[src/core/dbs_pkg.sv]
/*
  Shared constants and types of the dynamic bus sizer access control.
  Assumes a single bus clock; every sized field here is used by the
  control core or by the port-acknowledge filter, which uses only PW_WAIT.
*/
package dbs_pkg;

  // Host size codes
  localparam logic [1:0] SIZE_LONG = 2'h0;
  localparam logic [1:0] SIZE_BYTE = 2'h1;
  localparam logic [1:0] SIZE_WORD = 2'h2;
  localparam logic [1:0] SIZE_LINE = 2'h3;

  // Port acknowledge pair {hi_n, lo_n} doubles as the port width code
  localparam logic [1:0] PW_32   = 2'h0;
  localparam logic [1:0] PW_16   = 2'h1;
  localparam logic [1:0] PW_8    = 2'h2;
  localparam logic [1:0] PW_WAIT = 2'h3;

  // Byte counts of an access
  localparam logic [2:0] BYTES_1 = 3'h1;
  localparam logic [2:0] BYTES_2 = 3'h2;
  localparam logic [2:0] BYTES_4 = 3'h4;

  // Half-clock state numbering
  localparam logic [7:0] HSTATE_RECOG = 8'h02;
  localparam logic [7:0] HSTATE_STEP  = 8'h02;
  localparam logic [7:0] HSTATE_MAX   = 8'hfe;
  localparam logic [7:0] HSTATE_ACK   = 8'h06;

  // Values after reset
  localparam logic        RST_NEG    = 1'b1;
  localparam logic [1:0]  RST_ADDR   = 2'h0;
  localparam logic [15:0] RST_PDATA  = 16'h0000;
  localparam logic [31:0] RST_HDATA  = 32'h00000000;
  localparam logic [7:0]  RST_HSTATE = 8'h00;

  // Width of the bundle of pin inputs that pass the synchroniser
  localparam int SYNC_W = 56;

  typedef enum logic [6:0] {
    ST_IDLE   = 7'h01,
    ST_START  = 7'h02,
    ST_STROBE = 7'h04,
    ST_TERM   = 7'h08,
    ST_NEXT   = 7'h10,
    ST_ACK    = 7'h20,
    ST_HOLD   = 7'h40
  } dbs_state_t;

endpackage

[src/core/dbs_ack_if.sv]
/*
  Carrier between the sizer core and its port-acknowledge filter.
  Assumes both ends run on the same bus clock.
*/
`timescale 1ns/1ps
interface dbs_ack_if;
  logic       sample_en;
  logic [1:0] ack_pair;
  logic       accept;
  logic [1:0] width;

  modport filt (input sample_en, input ack_pair,
                output accept, output width);
  modport ctrl (output sample_en, output ack_pair,
                input accept, input width);
endinterface

[src/core/dbs_ack_filter.sv]
/*
  Port acknowledge filter: accepts a port width only after the same
  non-wait code is seen on two successive samples.
  Assumes the acknowledge pair is already synchronised to clk_sys.
*/
`timescale 1ns/1ps
module dbs_ack_filter
  import dbs_pkg::*;
(
  // Clock and reset
  input  wire logic clk_sys,
  input  wire logic rst,
  // Link to the core
  dbs_ack_if.filt   ack
);

  logic [1:0] prev;
  logic       have_prev;

  always_ff @(posedge clk_sys) begin
    if (rst) begin
      prev      <= PW_WAIT;
      have_prev <= 1'b0;
    end else begin
      prev      <= ack.ack_pair;
      have_prev <= ack.sample_en;
    end
  end

  // A dropped enable clears the history so stale codes are never reused
  assign ack.accept = ack.sample_en && have_prev &&
                      (ack.ack_pair == prev) && (prev != PW_WAIT);
  assign ack.width  = prev;

endmodule

[src/core/dbs_core.sv]
/*
  Dynamic bus sizer access control: takes one 32-bit host access and runs
  one to four transfers toward an 8-, 16- or 32-bit peripheral port; a 32-bit port
  access ending past byte 3, or a 16-bit port long or line at offset 3, repeats
  transfers until the select is negated.
  Assumes a host select decoder outside, pins synchronised here, and
  external transceivers for the low 16 data bits of 32-bit ports.
*/
`timescale 1ns/1ps
module dbs_core
  import dbs_pkg::*;
(
  // Clock and reset
  input  wire logic        clk_sys,
  input  wire logic        rst,
  // Host side
  input  wire logic        host_sel_n,
  input  wire logic        host_rd_wr,
  input  wire logic        size_code_hi,
  input  wire logic        size_code_lo,
  input  wire logic        host_addr_bit1,
  input  wire logic        host_addr_bit0,
  input  wire logic [31:0] host_data_in,
  output logic      [31:0] host_data_out,
  output logic             host_data_hi_oe_n,
  output logic             host_data_lo_oe_n,
  output logic             host_xfer_done_n,
  // Peripheral side
  output logic             periph_addr_bit1,
  output logic             periph_addr_bit0,
  input  wire logic [15:0] periph_data_upper_in,
  output logic      [15:0] periph_data_upper_out,
  output logic             periph_data_upper_oe_n,
  output logic             periph_strobe_n,
  output logic             byte_port_wr_en_n,
  output logic             upper_lane_wr_en_n,
  output logic             lower_lane_wr_en_n,
  input  wire logic        port_ack_hi_n,
  input  wire logic        port_ack_lo_n
);

  ////////////////////////////////////////////////////////////////////////
  // Lane helpers

  // Byte i of a host word sits at bits 31-8i down
  function automatic logic [7:0] byte_of(input logic [31:0] w,
                                         input logic [1:0]  i);
    byte_of = w[8*(3-i) +: 8];
  endfunction

  // Upper lane carries byte off; lower lane carries its odd partner,
  // or the same byte again so 8- and 16-bit ports both see it
  function automatic logic [15:0] wr_lanes(input logic [31:0] w,
                                           input logic [1:0]  off);
    wr_lanes = {byte_of(w, off),
                byte_of(w, off[0] ? off : (off | 2'h1))};
  endfunction

  ////////////////////////////////////////////////////////////////////////
  // Pin synchroniser

  logic [SYNC_W-1:0] sync_a;
  logic [SYNC_W-1:0] sync_b;
  logic              sel_s;
  logic              rd_s;
  logic [1:0]        size_s;
  logic [1:0]        addr_s;
  logic [31:0]       data_s;
  logic [15:0]       pdata_s;
  logic [1:0]        pack_s;

  always_ff @(posedge clk_sys) begin
    if (rst) begin
      sync_a <= {1'b1, {(SYNC_W-3){1'b0}}, 2'h3};
      sync_b <= {1'b1, {(SYNC_W-3){1'b0}}, 2'h3};
    end else begin
      sync_a <= {host_sel_n, host_rd_wr, size_code_hi, size_code_lo,
                 host_addr_bit1, host_addr_bit0, host_data_in,
                 periph_data_upper_in, port_ack_hi_n, port_ack_lo_n};
      sync_b <= sync_a;
    end
  end

  assign sel_s   = sync_b[55];
  assign rd_s    = sync_b[54];
  assign size_s  = sync_b[53:52];
  assign addr_s  = sync_b[51:50];
  assign data_s  = sync_b[49:18];
  assign pdata_s = sync_b[17:2];
  assign pack_s  = sync_b[1:0];

  ////////////////////////////////////////////////////////////////////////
  // Acknowledge filter

  dbs_ack_if  ack ();
  dbs_state_t state;
  dbs_state_t next_state;

  assign ack.sample_en = (state == ST_START) || (state == ST_STROBE);
  assign ack.ack_pair  = pack_s;

  dbs_ack_filter u_filter (
    .clk_sys (clk_sys),
    .rst     (rst),
    .ack     (ack)
  );

  ////////////////////////////////////////////////////////////////////////
  // Sequencer

  logic        wr_q;
  logic [2:0]  off;
  logic [2:0]  end_off;
  logic [1:0]  pw_q;
  logic        last_q;
  logic [31:0] wdata_q;
  logic [31:0] rd_buf;
  logic [7:0]  hstate;
  logic        in_xfer;
  logic [2:0]  next_off;
  logic [2:0]  nbytes;

  assign in_xfer = (state == ST_START) || (state == ST_STROBE) ||
                   (state == ST_TERM)  || (state == ST_NEXT);

  always_comb begin
    next_state = state;
    unique case (state)
      ST_IDLE:   if (!sel_s) next_state = ST_START;
      ST_START:  next_state = ST_STROBE;
      ST_STROBE: if (ack.accept) next_state = ST_TERM;
      ST_TERM:   next_state = last_q ? ST_ACK : ST_NEXT;
      ST_NEXT:   next_state = ST_STROBE;
      ST_ACK:    next_state = ST_HOLD;
      ST_HOLD:   if (sel_s) next_state = ST_IDLE;
    endcase
    // Select dropped mid-access abandons everything gathered so far
    if (in_xfer && sel_s) next_state = ST_IDLE;
  end

  always_ff @(posedge clk_sys) begin
    if (rst) state <= ST_IDLE;
    else     state <= next_state;
  end

  // Access size to byte count; line accesses move a full word
  always_comb begin
    unique case (size_s)
      SIZE_BYTE: nbytes = BYTES_1;
      SIZE_WORD: nbytes = BYTES_2;
      SIZE_LONG: nbytes = BYTES_4;
      SIZE_LINE: nbytes = BYTES_4;
    endcase
  end

  // Offset after a transfer of the accepted width
  always_comb begin
    unique case (ack.width)
      PW_8:    next_off = off + 3'h1;
      PW_16:   next_off = {off[2:1] + 2'h1, 1'b0};
      default: next_off = BYTES_4;
    endcase
  end

  // Host controls and write data are read only at recognition
  always_ff @(posedge clk_sys) begin
    if (rst) begin
      wr_q    <= 1'b0;
      off     <= 3'h0;
      end_off <= 3'h0;
      wdata_q <= RST_HDATA;
    end else if (state == ST_IDLE && !sel_s) begin
      wr_q    <= !rd_s;
      off     <= {1'b0, addr_s};
      end_off <= {1'b0, addr_s} + nbytes;
      wdata_q <= data_s;
    end else if (state == ST_STROBE && ack.accept) begin
      off     <= next_off;
    end
  end

  always_ff @(posedge clk_sys) begin
    if (rst) begin
      pw_q   <= PW_32;
      last_q <= 1'b0;
    end else if (state == ST_STROBE && ack.accept) begin
      pw_q   <= ack.width;
      last_q <= (next_off >= end_off);
    end
  end

  // Read bytes gathered per transfer; the low two of a 32-bit port
  // travel through the outside transceivers instead
  always_ff @(posedge clk_sys) begin
    if (rst) begin
      rd_buf <= RST_HDATA;
    end else if (state == ST_STROBE && ack.accept && !wr_q) begin
      unique case (ack.width)
        PW_8: rd_buf[8*(3-off[1:0]) +: 8] <= pdata_s[15:8];
        PW_16: begin
          if (off[0]) begin
            rd_buf[8*(3-off[1:0]) +: 8] <= pdata_s[7:0];
          end else begin
            rd_buf[8*(2-off[1:0]) +: 16] <= pdata_s;
          end
        end
        default: rd_buf[31:16] <= pdata_s;
      endcase
    end
  end

  // Even half-states only: each rising edge moves two states
  always_ff @(posedge clk_sys) begin
    if (rst) begin
      hstate <= RST_HSTATE;
    end else if (next_state == ST_IDLE) begin
      hstate <= RST_HSTATE;
    end else if (state == ST_IDLE) begin
      hstate <= HSTATE_RECOG;
    end else if (hstate < HSTATE_MAX) begin
      hstate <= hstate + HSTATE_STEP;
    end
  end

  ////////////////////////////////////////////////////////////////////////
  // Peripheral outputs

  always_ff @(posedge clk_sys) begin
    if (rst) begin
      periph_addr_bit1      <= RST_ADDR[1];
      periph_addr_bit0      <= RST_ADDR[0];
      periph_data_upper_out <= RST_PDATA;
    end else if (state == ST_IDLE && !sel_s) begin
      periph_addr_bit1      <= addr_s[1];
      periph_addr_bit0      <= addr_s[0];
      periph_data_upper_out <= wr_lanes(data_s, addr_s);
    end else if (next_state == ST_NEXT) begin
      // Offset already moved on at the accept edge
      periph_addr_bit1      <= off[1];
      periph_addr_bit0      <= off[0];
      periph_data_upper_out <= wr_lanes(wdata_q, off[1:0]);
    end
  end

  // Data floats at the acknowledge, so a slow write must hold off with
  // wait states on its last transfer
  always_ff @(posedge clk_sys) begin
    if (rst) begin
      periph_data_upper_oe_n <= RST_NEG;
    end else begin
      periph_data_upper_oe_n <= !(next_state != ST_IDLE &&
                                  next_state != ST_ACK &&
                                  next_state != ST_HOLD &&
                                  (state == ST_IDLE ? !rd_s : wr_q));
    end
  end

  always_ff @(posedge clk_sys) begin
    if (rst) begin
      periph_strobe_n    <= RST_NEG;
      byte_port_wr_en_n  <= RST_NEG;
      upper_lane_wr_en_n <= RST_NEG;
      lower_lane_wr_en_n <= RST_NEG;
    end else begin
      periph_strobe_n    <= !(next_state == ST_STROBE);
      byte_port_wr_en_n  <= !(next_state == ST_STROBE && wr_q);
      upper_lane_wr_en_n <= !(next_state == ST_STROBE && wr_q);
      lower_lane_wr_en_n <= !(next_state == ST_STROBE && wr_q);
    end
  end

  ////////////////////////////////////////////////////////////////////////
  // Host outputs

  logic done_q;
  logic hi_oe_q;
  logic lo_oe_q;

  always_ff @(posedge clk_sys) begin
    if (rst) begin
      done_q        <= RST_NEG;
      hi_oe_q       <= RST_NEG;
      lo_oe_q       <= RST_NEG;
      host_data_out <= RST_HDATA;
    end else begin
      done_q  <= !(next_state == ST_ACK || next_state == ST_HOLD);
      hi_oe_q <= !((next_state == ST_ACK || next_state == ST_HOLD) &&
                   !wr_q);
      // Low half stays off for 32-bit ports to avoid transceiver fights
      lo_oe_q <= !((next_state == ST_ACK || next_state == ST_HOLD) &&
                   !wr_q && pw_q != PW_32);
      if (next_state == ST_ACK) host_data_out <= rd_buf;
    end
  end

  // The raw select releases these at once, with no clock edge between
  assign host_xfer_done_n  = done_q  || host_sel_n;
  assign host_data_hi_oe_n = hi_oe_q || host_sel_n;
  assign host_data_lo_oe_n = lo_oe_q || host_sel_n;
endmodule

[config.mk]
export PLATFORM = sky130hd
export DESIGN_NAME = dbs_core
export DESIGN_NICKNAME = d
export VERILOG_FILES = /design/src/core/dbs_pkg.sv /design/src/core/dbs_ack_if.sv /design/src/core/dbs_ack_filter.sv /design/src/core/dbs_core.sv
export SDC_FILE = /design/constraint.sdc
export NUM_CORES = 1
export LEC_CHECK = 0
export CORE_MARGIN = 5
export CORE_UTILIZATION = 30
export CTS_CLUSTER_SIZE = 12
export DETAILED_ROUTE_END_ITERATION = 10
export DONT_BUFFER_PORTS = 1
export GPL_TIMING_DRIVEN = 0
export PLACE_DENSITY = 0.41
export SYNTH_ARGS = -nofsm -noshare
export SYNTH_HDL_FRONTEND = slang
export SYNTH_SLANG_ARGS = --single-unit
[constraint.sdc]
create_clock -name clk_sys -period 3.9 [get_ports clk_sys]
set_clock_uncertainty 0.15 [all_clocks]
set_input_delay 0.78 -clock clk_sys [delete_from_list [all_inputs] [get_ports clk_sys]]
set_output_delay 0.78 -clock clk_sys [all_outputs]
set_load 0.02 [all_outputs]
==> results of run 1 <==
## metrics by stage
step | instance area, sq um | hold WS, ns | total power [mW]
3_5_place_dp | 10400 | 0.244 | 3.07
3_3_place_gp | 10400 | 0.246 | 3.07
4_1_cts | 11400 | 0.150 | 5.71
2_1_floorplan | 9890 | 0.239 | 2.95
6_report | 11400 | 0.179 | 5.62
5_1_grt | 11400 | 0.156 | 5.85
## worst max-delay path: stages (launching register included)
cell and delay (ns):
dfxtp_1 0.39, clkbuf_1 0.29, clkinv_1 0.36, ha_1 0.39, inv_1 0.10, ha_1 0.30, nor3b_2 0.29, o22ai_1 0.25
a222oi_1 0.42, nor2_1 0.07, a211oi_1 0.25, nor3_1 0.07
## what timing repair did
action / CTS / global route
setup buffers: 0 / 0
setup endpoints to repair: 0 / 2
resized for setup: 0 / 1
hold buffers: 0 / 0
## logic make-up after synthesis
kind of cell	count (synthesis)	synth area share
xor+xnor	7	0.00620
flops	252	0.510
fa+ha+maj	16	0.0210
buf+inv	107	0.0464
mux	37	0.0476
compound gates	253	0.158
simple gates	399	0.211
## area by class of cell
cell class                 instances  share of cell area
clock buffer                      40              0.0727
sequential                       252               0.443
tap                              442              0.0486
inverter                          22             0.00725
multi-input combinational        712               0.386
buffer                            85              0.0331
clock inverter                    13             0.00901
antenna                            1            0.000220
## registers in the layout, summed over array words and instances, names as in the netlist, 2 cells and up
name / count
sync_a: 56
sync_b: 56
host_data_out: 32
rd_buf: 32
wdata_q: 32
periph_data_upper_out: 16
state: 7
end_off: 3
off: 3
pw_q: 2
u_filter.ack.width: 2
## per-layer routing
metal	routed length, microns	part of all wire
met1	14200	0.48
met2	13400	0.45
met3	1500	0.050
met4	725	0.024
met5	0	0
## path summary, 6_finish.rpt
path / startpoint / to / slack (ns) / cells past startpoint
worst min register to register: sync_a[0] / sync_b[0] / 0.26 / 1
worst max-delay path: off[0] / rd_buf[20] / 0.44 / 11
worst min-delay path: port_ack_hi_n / sync_a[1] / 0.18 / 1
worst max register to register: off[0] / rd_buf[20] / 0.44 / 11
## where the power goes
| part | switching [mW] | internal, mW | total (mW) |
|---|---|---|---|
| logic | 0.196 | 0.103 | 0.298 |
| clock network | 1.11 | 1.49 | 2.60 |
| registers | 0.0660 | 2.65 | 2.71 |
## layout by cell type, fill, tap and decap left out, drive strengths merged, types with 3 or more instances in the layout
| cell | instances |
|---|---|
| and3 | 5 |
| clkinv | 12 |
| xnor2 | 4 |
| o211ai | 5 |
| nand4b | 3 |
| nor2b | 115 |
| nand3 | 47 |
| ha | 15 |
| or2 | 13 |
| nand2b | 6 |
| nor4 | 7 |
| nor2 | 70 |
| o21ai | 46 |
| xor2 | 3 |
| mux2i | 29 |
| a211oi | 49 |
| a22oi | 17 |
| mux4 | 8 |
| inv | 22 |
| a211o | 3 |
| a22o | 3 |
| buf | 19 |
| a21oi | 104 |
| nand2 | 90 |
| nand4 | 5 |
| or3 | 7 |
| dfxtp | 252 |
| a21o | 4 |
| and4b | 3 |
| nor3 | 18 |
| a222oi | 4 |
| clkbuf | 106 |
==> results.md, run 1 <==
- For the pin with the worst max-slew slack, the measured transition is 0.932 ns.
- The final count of hold timing violations was 0.
- Summed over all failing endpoints, the final setup total negative slack is 0 ns.
- TritonCTS built the clock tree.
- The normalized max-slew margin is 0.374.
- Once layout is complete, the utilization of the core stands at 0.350.
- The final layout contains between 1000 and 1500 nets.
- The tree built by TritonCTS fans out to about 250 sinks.
- The number of global-route vias before repair came to 7536.
- The share of final-layout standard cells stronger than drive strength 1 is 0.0845.
- Setup repair after global routing left no endpoint under its margin.
- The ratio of routed vias to standard cells is between 4 and 5.
- The kind of start point of the critical path is a register.
- The clock input transition at the sequential cells of the worst setup and hold paths is approximately 0.060 ns.
- STA classifies the critical path endpoint as a register.
- Counting the fill cells in the layout gives around 3500.
- The die footprint is 0.0367 sq mm.
- The area of the mapped netlist is about 0.01 sq mm.
- The flow ran to the end, and the final reports show no timing, DRC or antenna violations.
- The area of the multi-input gates is about 0.0044 sq mm.
- The area taken by flip-flops and latches is 0.00504 sq mm.
- In the synthesized netlist the async set-or-reset flop fraction comes to 0.
- The number of instances in the synthesized netlist is about 1100.
- The maximum buffer depth of the clock tree is 3.
- The routed design has ~30000 microns of wire.
- Once detail routing completed, the nets flagged for antenna violations numbered 0.
- CTS built an H-tree with a depth of 1.
- The fraction of synthesized cell area taken by the top area cell type is 0.510.
- The number of nets in the synthesized netlist is around 1100.
- The Yosys step of the flow raised 0 warnings.
- Power spread over the standard cell area amounts to around 490 mW/mm^2.
- The cell at the root of the clock tree is clkbuf_16.
- In the final routed layout, each cell accounts on average for ~19 microns.
- The total clock buffers created by CTS is 30.
- Setup violations remaining at the end of the flow were counted as 0.
- The global routing usage summed across all routing layers is 0.160.
- The met3 capacity usage during global routing is 0.0302.
- The peak fanout along the critical path is 9.
- Yosys instantiated no cell more often than dfxtp_1.
- By startpoint and endpoint, the worst setup path is classified as reg2reg.
- IR analysis of the VDD net gives a maximum drop of ~0.30 mV.
- The total congestion overflow is 0.
- The arrival time of data at the critical path endpoint is 3.72 ns.
- dfxtp_1 takes more of the synthesized area than any other cell.
- The area growth from synthesis to layout is 15.1%.
- Routability-driven placement finished with a final weighted congestion of about 0.85.
- Entering global routing, the biggest net connects 17 pins.
- The shortest period the worst path allows is about 3.5 ns.
- For met1 alone, demand over resource in global routing was 0.223.
- The number of slew-limit violations in the final report is 0.
- The post-detailed-placement half-perimeter wirelength is ~22000 microns.
- After floorplanning, the core was sized to cover 0.0325 sq mm.
- The share of the clock period used by the worst path after layout is 0.887.
- The detailed-route DRC error count is 0.
- The total number of placement rows is between 60 and 70.
- The global routing usage on met2 is 0.257.
- Summed over all cells, the static leakage comes to around 3.9 nW.
- For the worst setup path, the data required time is between 4 and 5 ns.
- Yosys mapped a number of flops with a built-in enable equal to 0.
- In this run, placement finished with an instance count of approximately 1500.
- The post-route worst setup slack is between 0.4 and 0.5 ns.
- The first global-routing pass estimated 45800 microns of wire.
- The layer with the highest usage is met2.
- The top-level I/O count is around 120.
- The sequential share of the synthesized area is 0.510.
- The commonest cells after synthesis are dfxtp_1 (252), nor2b_1 (115), a21oi_1 (104).
- The count of port buffers added during placement is 0.
- Among all flip-flop cells after synthesis, the most frequent one is dfxtp_1.
- The clock latency of the later-clocked register in the worst-skew pair is roughly 0.55 ns.
- The number of standard cells in the layout, taps in and fillers out is 1567.
- The die span in x is between 150 and 200 microns.
- The die height is around 190 microns.
- The setup slack after placement is around 0.11 ns.
- For this block, the initial DRC count from the detailed router was 425.
- By area the synthesized netlist is led by dfxtp_1 (51%), nor2b_1 (7.3%), a21oi_1 (5.3%), a211oi_1 (3.6%), nand2_1 (3.4%).
- Timing would allow up to approximately 290 MHz.
- A synthesized cell averages approximately 9 sq um.
- For this configuration, the core starts out at a cell density of 0.304.
- The initial antenna violation count is 1.
- The number of search-and-repair iterations in the first detailed-routing pass is 5.
- The number of storage elements in the synthesis netlist is roughly 250.
- In this run the worst hold path is classified as in2reg.
- The number of distinct library cells after synthesis is 64.
- The number of vias after detailed routing is ~7600.
- Across the run, the number of max-cap violations was 0.
(Power assumes the default switching activity.)
==> run 2: changes to the inputs <==
--- a/config.mk
+++ b/config.mk
@@ -6,12 +6,12 @@
 export NUM_CORES = 1
 export LEC_CHECK = 0
 export CORE_MARGIN = 5
-export CORE_UTILIZATION = 30
+export CORE_UTILIZATION = 38
 export CTS_CLUSTER_SIZE = 12
 export DETAILED_ROUTE_END_ITERATION = 10
 export DONT_BUFFER_PORTS = 1
 export GPL_TIMING_DRIVEN = 0
-export PLACE_DENSITY = 0.41
+export PLACE_DENSITY = 0.49
 export SYNTH_ARGS = -nofsm -noshare
 export SYNTH_HDL_FRONTEND = slang
 export SYNTH_SLANG_ARGS = --single-unit
==> run 2 against run 1 <==
First-iteration DRC count grew 15%. Clock power shrank 6%. Utilization grew 8.2 points. Sequential share of layout area grew 0.92 points. Fmax shrank 1.6%. Critical path type unchanged. Non-clock buffer count is the same. Clock-buffer cell count shrank 3. Register-to-register slack lost 0.06 ns. Worst setup slack lost 0.058 ns. Largest power group unchanged. Cell count shrank 7.3%.
==> results.md, run 2 (synthesis results as in run 1) <==
- The initial utilization of the core area, before any placement, comes to 0.383.
- Post-CTS timing repair inserted 0 buffers for setup.
- Setup repair after global routing left no endpoint under its margin.
- The aggregate negative setup slack is 0 ns.
- The total of endpoints with negative setup slack in the final report is 0.
- For this run the aggregate overflow at the end of global routing stands at 0.
- For this run, the slowest stage of the critical path takes a little under 0.4 ns.
- The congestion estimate from routability-driven global placement came to between 0.8 and 0.9.
- The maximum buffer depth of the clock tree is 3.
- Across every metal layer, demand over resource in global routing totals 0.185.
- The library cell used most frequently in the layout, excluding fill and tap cells, is dfxtp_1.
- The ratio of routed vias to standard cells is about 5.3.
- The wire length reported by the detailed router is 27600 microns.
- The total clock buffers created by CTS is 28.
- The leakage power figure is slightly below 4 nW.
- The relative area change from synthesis to final layout is 12.8%.
- The kind of start point of the critical path is a register.
- The average wire per standard cell is around 19 microns.
- The layer flagged by global routing as most heavily used is met2.
- For the pin with the worst max-slew slack, the measured transition is 1.31 ns.
- The number of global-route vias before repair is around 7400.
- The number of clock sinks is approximately 250.
- The worst vdd rail ir drop is approximately 0.32 mV.
- The final core utilization is 0.432.
- STA puts the critical path data arrival time at 3.76 ns.
- The hold path depth is 1.
- The routed design could run at a clock period as short as 3.52 ns.
- After the flow finishes, the layout carries non-filler instances totaling 1452.
- The first TritonRoute pass finished after 6 iterations.
- The post-route worst setup slack is approximately 0.38 ns.
- Prior to clock tree synthesis, the placed netlist has a worst setup slack of 0.270 ns.
- The initial antenna violation count is 2.
- The clock tree from TritonCTS is yes.
- Port buffering added 0 buffers.
- The first global-routing pass estimated between 40000 and 50000 microns of wire.
- The max-capacitance violation count is 0.
- In this run the number of H-tree levels came out at 1.
- The final count of hold timing violations came to 0.
- In this design, the critical path's most frequently occurring cell is ha_1.
- The die footprint is 0.0294 sq mm.
- The hold buffer count at cts is 0.
- Entering global routing, the biggest net connects 15 pins.
- The cell with the biggest individual delay on the critical path is dfxtp_1.
- The type of destination of the critical path is a register.
- The number of slew-limit violations in the final report is 0.
- The region available for standard cell placement spans between 0.02 and 0.03 sq mm.
- The floorplan has 59 rows.
- The number of filler cells placed in the layout is roughly 2600.
- The post-detailed-placement half-perimeter wirelength is between 15000 and 20000 microns.
- The power density over the cells is 488 mW/mm^2.
- In the final layout, the registers with the most flip-flops are sync_a x56, sync_b x56.
- The worst setup path is of the reg2reg kind.
- Leaving out fill and tap cells, the most frequent cells in the layout are dfxtp_1 (252), nor2b_1 (115), a21oi_1 (104), nand2_1 (90), clkbuf_1 (72).
- The post-CTS resize count is 0.
- At the later pin of the worst-skew pair, clock insertion delay measures 0.54 ns.
- In the global route stage, met2 resource usage came out at 0.294.
- In the global route stage, met3 resource usage came out at 0.0421.
- The die is roughly 170 microns tall.
- Static timing analysis puts the maximum clock frequency at ~280 MHz.
- The detailed-route DRC error count is 0.
- The number of cells traversed by the worst register-to-register path is 11.
- The cell at the root of the clock tree is clkbuf_16.
- The flow ran to the end, and the final reports show no timing, DRC or antenna violations.
- The remaining antenna violation count is 0.
- The die span in x is around 170 microns.
- After detailed placement, the design holds a cell count of ~1400.
- The first routing iteration left roughly 490 violations.
- In the finished design, the share of the clock period the worst path needs comes to 0.902.
- The share of final-layout standard cells stronger than drive strength 1 is 0.0762.
- The clock input transition at the sequential cells of the worst setup and hold paths is approximately 0.060 ns.
- In this run the tightest slew margin relative to its limit is 0.118.
- The critical path required time is between 4 and 5 ns.
- Traced cell by cell, the critical path runs through clkbuf_1 > clkinv_1 > ha_1 > inv_1 > ha_1 > nor3b_1 > o22ai_1 > a222oi_1 > nor2_1 > a211oi_1 > nor3_1.
- The peak fanout along the critical path is 9.
- The final layout contains 1175 nets.
- The global-route track usage on met1 is 0.246.
- The number of vias after detailed routing is around 7600.
- The class of the most critical hold timing path is in2reg.
- 116 I/O pins were placed.
-- run 2: final timing paths --
path	slack (ns)	startpoint	to
setup / recovery	0.38	off[0]	rd_buf[18]
setup reg to reg	0.38	off[0]	rd_buf[18]
hold / removal	0.20	port_ack_lo_n	sync_a[0]
hold reg to reg	0.26	sync_a[0]	sync_b[0]
-- run 2: layer usage --
layer,up-vias,part of all wire
met2,252,0.45
met1,3537,0.45
li1,3775,-
met3,68,0.067
met4,2,0.038
met5,-,0.00047
-- run 2: through the flow --
| step | area, sq um | hold WS [ns] | total power, mW |
|---|---|---|---|
| after global placement | 10300 | 0.245 | 3.06 |
| after floorplan | 9890 | 0.239 | 2.95 |
| after detailed placement | 10300 | 0.249 | 3.06 |
| final | 11200 | 0.198 | 5.45 |
| after global routing | 11200 | 0.174 | 5.66 |
| after CTS | 11200 | 0.166 | 5.52 |
-- run 2: where the power goes --
| part | internal [mW] | switching, mW | leakage [nW] |
|---|---|---|---|
| clock | 1.43 | 1.01 | 0.418 |
| combinational | 0.102 | 0.189 | 1.42 |
| sequential | 2.65 | 0.0649 | 2.06 |
-- run 2: critical path, delay by kind of cell, from the launching register on --
kind,cells,cell delay (ns)
and+or+nand+nor,3,0.53
adders and majority gates,2,0.66
AOI/OAI and AO/OA,3,0.95
buffers and inverters,3,0.67
DFF,1,0.39
-- run 2: area by class of cell --
| type | instances | area, sq um | area share |
|---|---|---|---|
| Sequential cell | 252 | 5040 | 0.452 |
| Multi-Input combinational cell | 712 | 4390 | 0.393 |
| Inverter | 22 | 82.6 | 0.00740 |
| Clock inverter | 8 | 80.1 | 0.00718 |
| Tap cell | 335 | 419 | 0.0376 |
| Antenna cell | 1 | 2.50 | 0.000224 |
| Clock buffer | 37 | 764 | 0.0685 |
| Buffer | 85 | 377 | 0.0338 |
